### src/updown_counter_defs.vh
`ifndef UPDOWN_COUNTER_DEFS_VH
`define UPDOWN_COUNTER_DEFS_VH
// Register byte offsets.
`define REG_CTRL 8'h00
`define REG_PRESET 8'h04
`define REG_COUNT 8'h08
`define REG_STATUS 8'h0C
// Control fields.
`define CTRL_MODE_LSB 0
`define CTRL_MODE_MSB 2
`define CTRL_RETAIN_BIT 4
`define CTRL_INST_LSB 8
`define CTRL_INST_MSB 15
// Modes.
`define MODE_SAT_KEPT 3'h3
`define MODE_OVF_KEPT 3'h4
`define MODE_CMP 3'h5
// Limits and reset values.
`define COUNT_CEIL 16'hFFFF
`define COUNT_ZERO 16'h0000
`define RETAIN_INSTANCES 8'h1F
`define CTRL_RESET 32'h00000103
`define PRESET_RESET 16'h0014
`define MEM_DEPTH 32
`endif

### src/retentive_updown_counter.v
// Chosen here: the Wishbone interface to the registers and the register addresses.
`include "updown_counter_defs.vh"
`default_nettype none
// Overview of operation
// Counting up, mode 3 stops counting and sets the coil once count equals preset.
// Modes 3 and 4 keep the count over power loss for instances 1 to 31.
// Modes 3 and 4 keep the count over run/stop when retain is set.
// Retentive reset loads zero counting up, preset counting down.
// Mode 4 keeps counting past the preset and retains over power loss.
// Mode 5 coil is on exactly while count is at least the preset.
// Mode 5 clears to zero on reset, power loss and run/stop; never retains.
// Count on pulse rising edges; down counts stop at zero.
// Counting up, overflow modes set coil at preset and count up to 65535.
// Direction low increments, high decrements.
module retentive_updown_counter (
    input wire clk,
    input wire srst,
    input wire [31:0] wb_adr_i,
    input wire [31:0] wb_dat_i,
    output reg [31:0] wb_dat_o,
    input wire [3:0] wb_sel_i,
    input wire wb_we_i,
    input wire wb_cyc_i,
    input wire wb_stb_i,
    output reg wb_ack_o,
    output wire wb_err_o,
    input wire countPulse,
    input wire countDown,
    input wire counterReset,
    input wire powerRestore,
    input wire runStopSwitch,
    output reg outputCoil_q
);
    // ***************************************
    // Input synchronisers
    // ***************************************
    reg [1:0] pulseMeta_q, dirMeta_q, rstMeta_q, pwrMeta_q, rsMeta_q;
    reg pulseLast_q, pwrLast_q, rsLast_q;
    always @(posedge clk) begin
        if (srst) begin
            pulseMeta_q <= 2'h0;
            dirMeta_q <= 2'h0;
            rstMeta_q <= 2'h0;
            pwrMeta_q <= 2'h0;
            rsMeta_q <= 2'h0;
            pulseLast_q <= 1'h0;
            pwrLast_q <= 1'h0;
            rsLast_q <= 1'h0;
        end else begin
            pulseMeta_q <= {pulseMeta_q[0], countPulse};
            dirMeta_q <= {dirMeta_q[0], countDown};
            rstMeta_q <= {rstMeta_q[0], counterReset};
            pwrMeta_q <= {pwrMeta_q[0], powerRestore};
            rsMeta_q <= {rsMeta_q[0], runStopSwitch};
            pulseLast_q <= pulseMeta_q[1];
            pwrLast_q <= pwrMeta_q[1];
            rsLast_q <= rsMeta_q[1];
        end
    end
    // Every pin input crosses two flip-flops, so a pulse is counted on the third edge after it rises.
    wire pulseRise = pulseMeta_q[1] & ~pulseLast_q;
    wire pwrRise = pwrMeta_q[1] & ~pwrLast_q;
    wire rsRise = rsMeta_q[1] & ~rsLast_q;
    wire dirDown = dirMeta_q[1];
    wire resetLevel = rstMeta_q[1];

    // ***************************************
    // Registers
    // ***************************************
    reg [31:0] ctrl_q;
    reg [15:0] preset_q, count_q, count_d;
    wire [2:0] mode = ctrl_q[`CTRL_MODE_MSB:`CTRL_MODE_LSB];
    wire retainSet = ctrl_q[`CTRL_RETAIN_BIT];
    wire [7:0] inst = ctrl_q[`CTRL_INST_MSB:`CTRL_INST_LSB];
    wire kept = (mode == `MODE_SAT_KEPT) || (mode == `MODE_OVF_KEPT);
    // Instance zero is left out although the store holds a word for it, so only instances one to thirty-one qualify.
    // First 31 only
    wire powerDownRetainFlag = kept && (inst != 8'h00) && (inst <= `RETAIN_INSTANCES);
    wire reqValid = wb_cyc_i & wb_stb_i & ~wb_ack_o;
    wire [7:0] offs = wb_adr_i[7:0];
    wire mapped = (wb_adr_i[31:8] == 24'h000000) && (offs[1:0] == 2'h0) && (offs <= `REG_STATUS);
    wire wrCtrl = reqValid & wb_we_i & mapped & (offs == `REG_CTRL);
    wire wrPreset = reqValid & wb_we_i & mapped & (offs == `REG_PRESET);
    wire wrCount = reqValid & wb_we_i & mapped & (offs == `REG_COUNT);
    reg errPend_q;
    assign wb_err_o = errPend_q;

    function [31:0] merge;
        input [31:0] old;
        input [31:0] neww;
        input [3:0] sel;
        integer i;
        begin
            for (i = 0; i < 4; i = i + 1) begin
                merge[i*8 +: 8] = sel[i] ? neww[i*8 +: 8] : old[i*8 +: 8];
            end
        end
    endfunction

    // Value the count takes on reset or reinitialisation.
    function [15:0] initValue;
        input [2:0] m;
        input down;
        input [15:0] pre;
        begin
            // Reset load value
            if (m != `MODE_CMP && down) begin
                initValue = pre;
            end else begin
                // Comparison clears
                initValue = `COUNT_ZERO;
            end
        end
    endfunction

    wire [31:0] ctrlMerged = merge(ctrl_q, wb_dat_i, wb_sel_i);
    wire [31:0] presetMerged = merge({16'h0000, preset_q}, wb_dat_i, wb_sel_i);
    wire [31:0] countMerged = merge({16'h0000, count_q}, wb_dat_i, wb_sel_i);

    // ***************************************
    // Power-loss store
    // ***************************************
    // The store is rewritten every cycle while powerDownRetainFlag is set and read through a register, so a restore returns the count
    // of two cycles earlier; a pulse counted in that gap is lost, which keeps the store to one write port and one registered read port.
    wire [15:0] storedCount;
    retain_store u_store (
        .clk(clk),
        .wrEn(powerDownRetainFlag),
        .wrAddr(inst[4:0]),
        .wrData(count_q),
        .rdAddr(inst[4:0]),
        .rdData_q(storedCount)
    );

    // ***************************************
    // Counting
    // ***************************************
    // Power and run/stop edges outrank the reset level; a reset that is still held reloads the count a cycle later.
    always @* begin
        count_d = count_q;
        if (pwrRise) begin
            // Restore after power
            count_d = powerDownRetainFlag ? storedCount : initValue(mode, dirDown, preset_q);
        end else if (rsRise) begin
            // Retain over run/stop
            if (!(kept && retainSet)) begin
                count_d = initValue(mode, dirDown, preset_q);
            end
        end else if (resetLevel) begin
            count_d = initValue(mode, dirDown, preset_q);
        end else if (wrCount) begin
            count_d = countMerged[15:0];
        end else if (pulseRise) begin
            // Direction select
            if (dirDown) begin
                // Stop at zero
                if (count_q != `COUNT_ZERO) begin
                    count_d = count_q - 16'h0001;
                end
            end else if (mode == `MODE_SAT_KEPT) begin
                // Saturate at preset
                if (count_q < preset_q) begin
                    count_d = count_q + 16'h0001;
                end
            end else begin
                // Count to ceiling
                if (count_q != `COUNT_CEIL) begin
                    count_d = count_q + 16'h0001;
                end
            end
        end
    end

    always @(posedge clk) begin
        if (srst) begin
            ctrl_q <= `CTRL_RESET;
            preset_q <= `PRESET_RESET;
            count_q <= `COUNT_ZERO;
            outputCoil_q <= 1'b0;
        end else begin
            count_q <= count_d;
            if (wrCtrl) begin
                ctrl_q <= ctrlMerged;
            end
            if (wrPreset) begin
                preset_q <= presetMerged[15:0];
            end
            if (mode == `MODE_CMP) begin
                // Compare coil
                outputCoil_q <= (count_d >= preset_q);
            end else if (dirDown) begin
                outputCoil_q <= (count_d == `COUNT_ZERO);
            end else begin
                // Coil at preset
                outputCoil_q <= (count_d >= preset_q);
            end
        end
    end

    // ***************************************
    // Wishbone slave
    // ***************************************
    always @(posedge clk) begin
        if (srst) begin
            wb_ack_o <= 1'b0;
            errPend_q <= 1'b0;
            wb_dat_o <= 32'h00000000;
        end else begin
            wb_ack_o <= reqValid & mapped;
            errPend_q <= wb_cyc_i & wb_stb_i & ~errPend_q & ~wb_ack_o & ~mapped;
            // Read data load only when a request is taken, so they hold still between transfers.
            if (reqValid) begin
                case (offs)
                    `REG_CTRL: wb_dat_o <= ctrl_q;
                    `REG_PRESET: wb_dat_o <= {16'h0000, preset_q};
                    `REG_COUNT: wb_dat_o <= {16'h0000, count_q};
                    `REG_STATUS: wb_dat_o <= {29'h0000000, powerDownRetainFlag, dirDown, outputCoil_q};
                    default: wb_dat_o <= 32'h00000000;
                endcase
            end
        end
    end
endmodule // retentive_updown_counter
`default_nettype wire

### src/retain_store.v
`default_nettype none
// Small store that models count memory surviving power loss, one word per instance.
module retain_store (
    input wire clk,
    input wire wrEn,
    input wire [4:0] wrAddr,
    input wire [15:0] wrData,
    input wire [4:0] rdAddr,
    output reg [15:0] rdData_q
);
    reg [15:0] mem [0:31];
    always @(posedge clk) begin
        if (wrEn) begin
            mem[wrAddr] <= wrData;
        end
        rdData_q <= mem[rdAddr];
    end
endmodule // retain_store
`default_nettype wire

### config.mk
export PLATFORM = sky130hd
export DESIGN_NAME = retentive_updown_counter
export DESIGN_NICKNAME = d
export VERILOG_FILES = /design/src/retentive_updown_counter.v /design/src/retain_store.v
export VERILOG_INCLUDE_DIRS = /design/src
export SDC_FILE = /design/constraint.sdc
export NUM_CORES = 1
export LEC_CHECK = 0
export BUFFER_PORTS_ARGS = -buffer_cell sky130_fd_sc_hd__clkbuf_2
export CORE_ASPECT_RATIO = 1.2
export CORE_MARGIN = 8
export CORE_UTILIZATION = 50
export CTS_CLUSTER_DIAMETER = 30
export DETAILED_ROUTE_END_ITERATION = 12
export PLACE_DENSITY = 0.69
export REMOVE_ABC_BUFFERS = 1
export SLEW_MARGIN = 10
export SYNTH_ARGS = -nofsm -noshare
export SYNTH_HDL_FRONTEND = slang
export SYNTH_HIERARCHICAL = 1
export SYNTH_SLANG_ARGS = --single-unit
### constraint.sdc
create_clock -name clk -period 4.8 [get_ports clk]
set_input_delay 0.96 -clock clk [delete_from_list [all_inputs] [get_ports clk]]
set_output_delay 0.96 -clock clk [all_outputs]
set_load 0.03 [all_outputs]
-- Yosys cells after proc, flatten, opt, wreduce, memory -nomap -nowiden
Memory sizes are Yosys's and may differ from the RTL's. A register that Yosys moved wholly into a read port is not among the register bits.
Cells that the tools add are included.
- word-level logic and storage cells: 93
- output and inout port bits: 35
- memory bits (writable): 512
- register bits after elaboration: 112
- memories kept: 1
- memories (memory ; depth ; bits a word ; rd ports ; clocked after memory_dff ; write ports ; line ; source):
    u_store.mem ; 32 ; 16 ; 1 ; 1 ; 1 ; retain_store.v:11 ; reg [15:0] mem [0:31];
- equality and inequality tests: 8
- bitwise gates (word level): 20
- add/sub/neg operators: 2
- reduce and logical (&&, ||, !) cells: 19
- magnitude comparators: 4
- muxes and demuxes: 20
- operator list (operator ; number):
    16-bit two-way mux ; 13
    32-bit case mux with 4 select lines ; 1
    24-bit zero test ; 1
    16-bit by 1-bit adder with 16-bit output (second input constant) ; 1
    8-bit by 4-bit == test with 1-bit output (second input constant) ; 2
    16-bit >= comparator ; 1
    16-bit zero test ; 1
    16-bit less-than comparator ; 1
    8-bit two-way mux ; 2
    16-bit != test (second input constant) ; 1
    16-bit nonzero test ; 1
    16-bit by 1-bit subtractor with 16-bit output (second input constant) ; 1
    1-bit AND ; 14
    2-bit AND reduction ; 6
    8-bit by 3-bit == test with 1-bit output (second input constant) ; 1
    8-bit by 4-bit <= comparator with 1-bit output (second input constant) ; 1
    8-bit by 5-bit <= comparator with 1-bit output (second input constant) ; 1
    8-bit zero test ; 1
    8-bit nonzero test ; 1
    3-bit == test (second input constant) ; 2
    1-bit logical AND ; 6
    1-bit inverter ; 6
    1-bit two-way mux ; 4
    3-bit by 2-bit == test with 1-bit output (second input constant) ; 1
    other kinds (3) ; 3

-- Depth between registers and ports, before layout
- depth after elaboration: 12
- depth in mapped cells: 22
- depth with buffers taken out: 20

-- By module
Netlist, hierarchy kept.
- by module, submodules not included (module ; seq. area each (sq um) ; times used ; cells an instance ; area each (sq um)):
    retain_store ; 15695.1 ; 1 ; 1143 ; 20535.9
    retentive_updown_counter ; 2242.2 ; 1 ; 987 ; 7350.8

-- Least setup slack after synthesis
Ideal clock, no wire load.
- kind: input-to-reg
- start point: in wb_adr_i[23]
- end point: reg outputCoil_q
- required time: 4.684 ns
- stages on the path: 19
- setup time: 0.116 ns
- arrival time: 4.507 ns
- path slack: 0.178 ns
- cell sequence: nor4_1 -> nand4_1 -> or4_4 -> buf_6 -> buf_2 -> nand4_1 -> a21oi_1 -> nor3_2 -> ha_1 -> nand2b_1 -> a21o_1 -> a21o_1 -> a21o_1 -> a21o_1 -> a21o_1 -> a211o_1 -> a21oi_1 -> nor3_1 -> a31o_1
- cells in the longest elaborated chain, start to end: 12
- ends and longest elaborated chain (what ; line ; source):
    start: declaration ; retentive_updown_counter.v:18 ; input wire [31:0] wb_adr_i,
    24-bit zero test * ; retentive_updown_counter.v:81 ; wire mapped = (wb_adr_i[31:8] == 24'h000000) && (offs[1:0] == 2'h0) && (offs <= `REG_STATUS);
    1-bit logical AND * (2 in a row) ; retentive_updown_counter.v:81 ;
    1-bit AND * (2 in a row) ; retentive_updown_counter.v:84 ; wire wrCount = reqValid & wb_we_i & mapped & (offs == `REG_COUNT);
    16-bit two-way mux * ; retentive_updown_counter.v:151 ; end else if (wrCount) begin
    16-bit two-way mux * ; retentive_updown_counter.v:149 ; end else if (resetLevel) begin
    16-bit two-way mux * ; retentive_updown_counter.v:144 ; end else if (rsRise) begin
    16-bit two-way mux * ; retentive_updown_counter.v:141 ; if (pwrRise) begin
    16-bit >= comparator or 16-bit zero test (tied branches) ; n/a ;
    1-bit two-way mux ; retentive_updown_counter.v:191 ; end else if (dirDown) begin
    1-bit two-way mux * ; retentive_updown_counter.v:188 ; if (mode == `MODE_CMP) begin
    end signal: assignment ; retentive_updown_counter.v:190 ; outputCoil_q <= (count_d >= preset_q);
    end signal: assignment ; retentive_updown_counter.v:192 ; outputCoil_q <= (count_d == `COUNT_ZERO);
    end signal: assignment ; retentive_updown_counter.v:195 ; outputCoil_q <= (count_d >= preset_q);
    end: declaration ; retentive_updown_counter.v:32 ; output reg outputCoil_q
Mark *: on every way between the ends. The rest lies on a longest branch, timed or not.
A chain may end at the register's enable or synchronous reset.

-- Final worst setup path
- start point: reg count_q[1]
- end point: reg outputCoil_q
- cells in the longest elaborated chain, start to end: 12
- ends and longest elaborated chain (what ; line ; source):
    start: declaration ; retentive_updown_counter.v:71 ; reg [15:0] preset_q, count_q, count_d;
    start signal: assignment ; retentive_updown_counter.v:178 ; count_q <= `COUNT_ZERO;
    start signal: assignment ; retentive_updown_counter.v:181 ; count_q <= count_d;
    16-bit by 1-bit adder with 16-bit output (tied with other cells) ; retentive_updown_counter.v:163, retentive_updown_counter.v:168 ;
    16-bit two-way mux (on tied branches) ; retentive_updown_counter.v:167, retentive_updown_counter.v:162 ;
    16-bit two-way mux ; retentive_updown_counter.v:160 ; end else if (mode == `MODE_SAT_KEPT) begin
    16-bit two-way mux * ; retentive_updown_counter.v:155 ; if (dirDown) begin
    16-bit two-way mux * ; retentive_updown_counter.v:153 ; end else if (pulseRise) begin
    16-bit two-way mux * ; retentive_updown_counter.v:151 ;
    16-bit two-way mux * ; retentive_updown_counter.v:149 ;
    16-bit two-way mux * ; retentive_updown_counter.v:144 ;
    16-bit two-way mux * ; retentive_updown_counter.v:141 ;
    net count_d[2] ; retentive_updown_counter.v:71 ;
    16-bit >= comparator or 16-bit zero test (tied branches) ; n/a ;
    1-bit two-way mux ; retentive_updown_counter.v:191 ;
    1-bit two-way mux * ; retentive_updown_counter.v:188 ;
Mark *: on every way through the listed nets, which the timed path passes. The rest lies on a longest branch.

==> flow_metrics.env <==
export IMPL_layout_drive_gt1_share=0.184
export IMPL_ios=113
export IMPL_critPathBufInv=3
export IMPL_numPortBuffers=112
export IMPL_drv_slew=0
export IMPL_finalHoldViolations=0
export IMPL_cap_violations=0
export IMPL_critical_path_class="reg2reg"
export IMPL_grt_start_max_net_pins=91
export IMPL_synthTopCellsByArea="edfxtp_1, mux2i_1, dfxtp_1, a22oi_1, nand2_1"
export IMPL_total_power_uw=14000
export IMPL_fin_crit_sh=0.944
export IMPL_p_leak_uw=0.0135
export IMPL_max_slew_margin=0.248
export IMPL_p_per_area_nw_per_um2=426
export IMPL_yosysWarnings=6
export IMPL_cts_tree="yes"
export IMPL_drc=0
export IMPL_rsz0062_at_grt="false"
export IMPL_placementRows=95
export IMPL_worst_pin_slew_ns=1.13
export IMPL_cts_root_buf="clkbuf_16"
export IMPL_max_freq_ghz=0.221
export IMPL_insertion_delay_ns=0.65
export IMPL_path_max_fanout=39
export IMPL_setup_viol=0
export IMPL_ys_seq_elements=640
export IMPL_avgSynthCellArea_sq_um=13.1
export IMPL_clockBufferDepth=3
export IMPL_required_ns=5.34
export IMPL_die_y_microns=275
export IMPL_grtUsageTotal=0.253
export IMPL_yosysTopAreaCellShare=0.551
export IMPL_cpMostUsedCell="a21o_1"
export IMPL_worst_path_largest_cell_delay_ns=0.45
export IMPL_cp_cell_sequence="buf_4 -> inv_1 -> ha_1 -> nand4b_1 -> o21ai_0 -> a31oi_1 -> nor2_1 -> o41ai_1 -> nand3_1 -> inv_1 -> ha_1 -> a21o_1 -> a21o_1 -> a21o_1 -> a21o_1 -> a211o_1 -> a21oi_1 -> nor3_1 -> a31o_1"
export IMPL_cts_max_level=3
export IMPL_drtIter0Drc=1774
export IMPL_drt_first_pass_iters=6
export IMPL_die_area_sq_um=63600
export IMPL_nFillCells=4382
export IMPL_synth_cell_types=79
export IMPL_grt_pass1_wl_microns=121000
export IMPL_layout_cells_non_filler=3137
export IMPL_totalWireLength_microns=81500
export IMPL_clock_sinks=640
export IMPL_vdd_drop_max_uv=411
export IMPL_layout_nets=2436
export IMPL_synth_ff_type="edfxtp_1"
export IMPL_gp_congestion=0.980
export IMPL_skew_ns=0.0285
export IMPL_grt_overflow=0
export IMPL_numCtsBuffers=99
export IMPL_hpwlAfterDp_microns=52200
export IMPL_crit_family="compound AO/OA/AOI/OAI gates"
export IMPL_via_count=19152
export IMPL_viasPerCell=6.11
export IMPL_hold_buffers=0
export IMPL_initial_core_util=0.501
export IMPL_async_reset_ff_frac=0
export IMPL_netlist_instances=2130
export IMPL_synth_top_area_cell="edfxtp_1"
export IMPL_final_util=0.592
export IMPL_holdCritPathClass="reg2reg"
export IMPL_dp_cells=2949
export IMPL_synth_edf_count=512
export IMPL_start_kind="flop"
export IMPL_antenna_left=0
export IMPL_syn_cell_area_sq_um=27900
export IMPL_period_minus_slack_ns=4.53
export IMPL_end_kind="flop"
export IMPL_r2r_setup_slack_ns=0.27
export IMPL_coreArea_sq_um=55600
export IMPL_ys_seq_area_frac=0.643
export IMPL_status="complete, no violations"
export IMPL_syn_to_final_growth_pct=18.0
export IMPL_crit_path_top_delay_cell="buf_4"
export IMPL_grt_pass1_vias=19200
export IMPL_die_w_microns=232
export IMPL_post_drt_wl_per_cell_microns=26.0
export IMPL_clk_pin_slew_ns=0.05
export IMPL_grt_antenna_before_repair=2
export IMPL_arrival_ns=5.07
[Yosys cell counts, types with 18 or more instances]
| cell type | number |
|---|---|
| nand4_1 | 34 |
| nor3_1 | 39 |
| clkbuf_1 | 75 |
| nand3_1 | 67 |
| mux2i_1 | 285 |
| a22oi_1 | 98 |
| buf_4 | 19 |
| a22o_1 | 32 |
| nor4_1 | 18 |
| a31oi_1 | 29 |
| o21ai_0 | 47 |
| dfxtp_1 | 128 |
| buf_2 | 28 |
| nor2b_1 | 28 |
| ha_1 | 34 |
| nand2_1 | 184 |
| a21oi_1 | 119 |
| edfxtp_1 | 512 |
| inv_1 | 31 |
| nor2_1 | 117 |
[registers in the layout, summed over array words and instances, names as in the netlist, 2 cells and up]
signal and cells:
rsMeta_q 2, u_store/mem 512, rstMeta_q 2, ctrl_q 32, pwrMeta_q 2, wb_dat_o 32, count_q 16, u_store/rdData_q 16
dirMeta_q 2, preset_q 16, pulseMeta_q 2
[cell type report]
cell class | count | area [sq um] | area share
repair buffers | 238 | 1520 | 0.0462
flip-flops and latches | 640 | 17900 | 0.545
diodes | 1 | 2.50 | 0.0000760
clock inverters | 71 | 808 | 0.0246
inverters | 31 | 116 | 0.00354
multi-input cells | 1314 | 9020 | 0.274
well taps | 727 | 910 | 0.0276
clock buffers | 115 | 2600 | 0.0789
[stage by stage]
stage                     setup TNS [ns]  setup WS (ns)  hold WS [ns]  area (sq um)
final                                  0          0.269         0.427         32900
after global routing                   0         0.0271         0.451         32900
after CTS                              0          0.119         0.429         32900
after detailed placement         -0.0309        -0.0309         0.421         29500
after global placement                 0         0.0866         0.418         29500
after floorplan                 -4197.74          -8.40         0.414         27000
[power by group]
group	switching [uW]	total [uW]	internal, uW
combinational	497	735	237
sequential	29.3	6070	6040
clock	2590	7200	4610
total	3120	14000	10900
[path summary, 6_finish.rpt]
check                            end  depth (start not counted)                  start
max          outputCoil_q$_SDFF_PP0_                         19  count_q[1]$_SDFF_PP0_
min              wb_err_o$_SDFF_PP0_                          1    wb_err_o$_SDFF_PP0_
max reg2reg  outputCoil_q$_SDFF_PP0_                         19  count_q[1]$_SDFF_PP0_
min reg2reg      wb_err_o$_SDFF_PP0_                          1    wb_err_o$_SDFF_PP0_
[cell usage in the layout (no fill, tap or decap), drive strengths merged, types with 9 or more instances in the layout]
cell type / netlist / final
nor2b: 28 / 28
inv: 31 / 41
nand2b: 9 / 9
clkinv: 0 / 34
ha: 34 / 34
o21ai: 50 / 50
nand4: 35 / 35
a22oi: 98 / 98
and3: 10 / 10
nor4: 21 / 21
mux2i: 285 / 285
edfxtp: 512 / 512
a22o: 32 / 32
dfxtp: 128 / 128
a211o: 10 / 10
nand3: 67 / 67
bufinv: 0 / 13
clkbuf: 76 / 226
nor2: 118 / 118
a31oi: 29 / 29
nor3: 40 / 40
a211oi: 10 / 10
a21oi: 120 / 120
a21o: 12 / 12
o31ai: 9 / 9
nand3b: 11 / 11
nand2: 185 / 185
buf: 69 / 127
clkinvlp: 0 / 14
[kinds of logic after synthesis]
group | synth area share
muxes | 0.106
and+or+nand+nor | 0.0989
DFF | 0.643
AOI/OAI and AO/OA | 0.101
xor gates and xnor gates | 0.00126
buffers and inverters | 0.0348
adders and majority gates | 0.0153
[what timing repair did]
item	CTS	global route
hold endpoints to repair	0	0
setup endpoints to repair	0	1
buffers inserted	0	1
gates resized for setup	0	3
[per-layer routing]
| metal | vias to the layer above | routed length, microns | GRT usage |
|---|---|---|---|
| met5 | - | 12 | 0 |
| met4 | 2 | 4560 | 0.141 |
| met3 | 225 | 4830 | 0.0426 |
| met2 | 779 | 40000 | 0.424 |
| met1 | 9559 | 32100 | 0.308 |
| li1 | 8587 | - | - |
No activity file was read; power rests on OpenSTA's default activity.
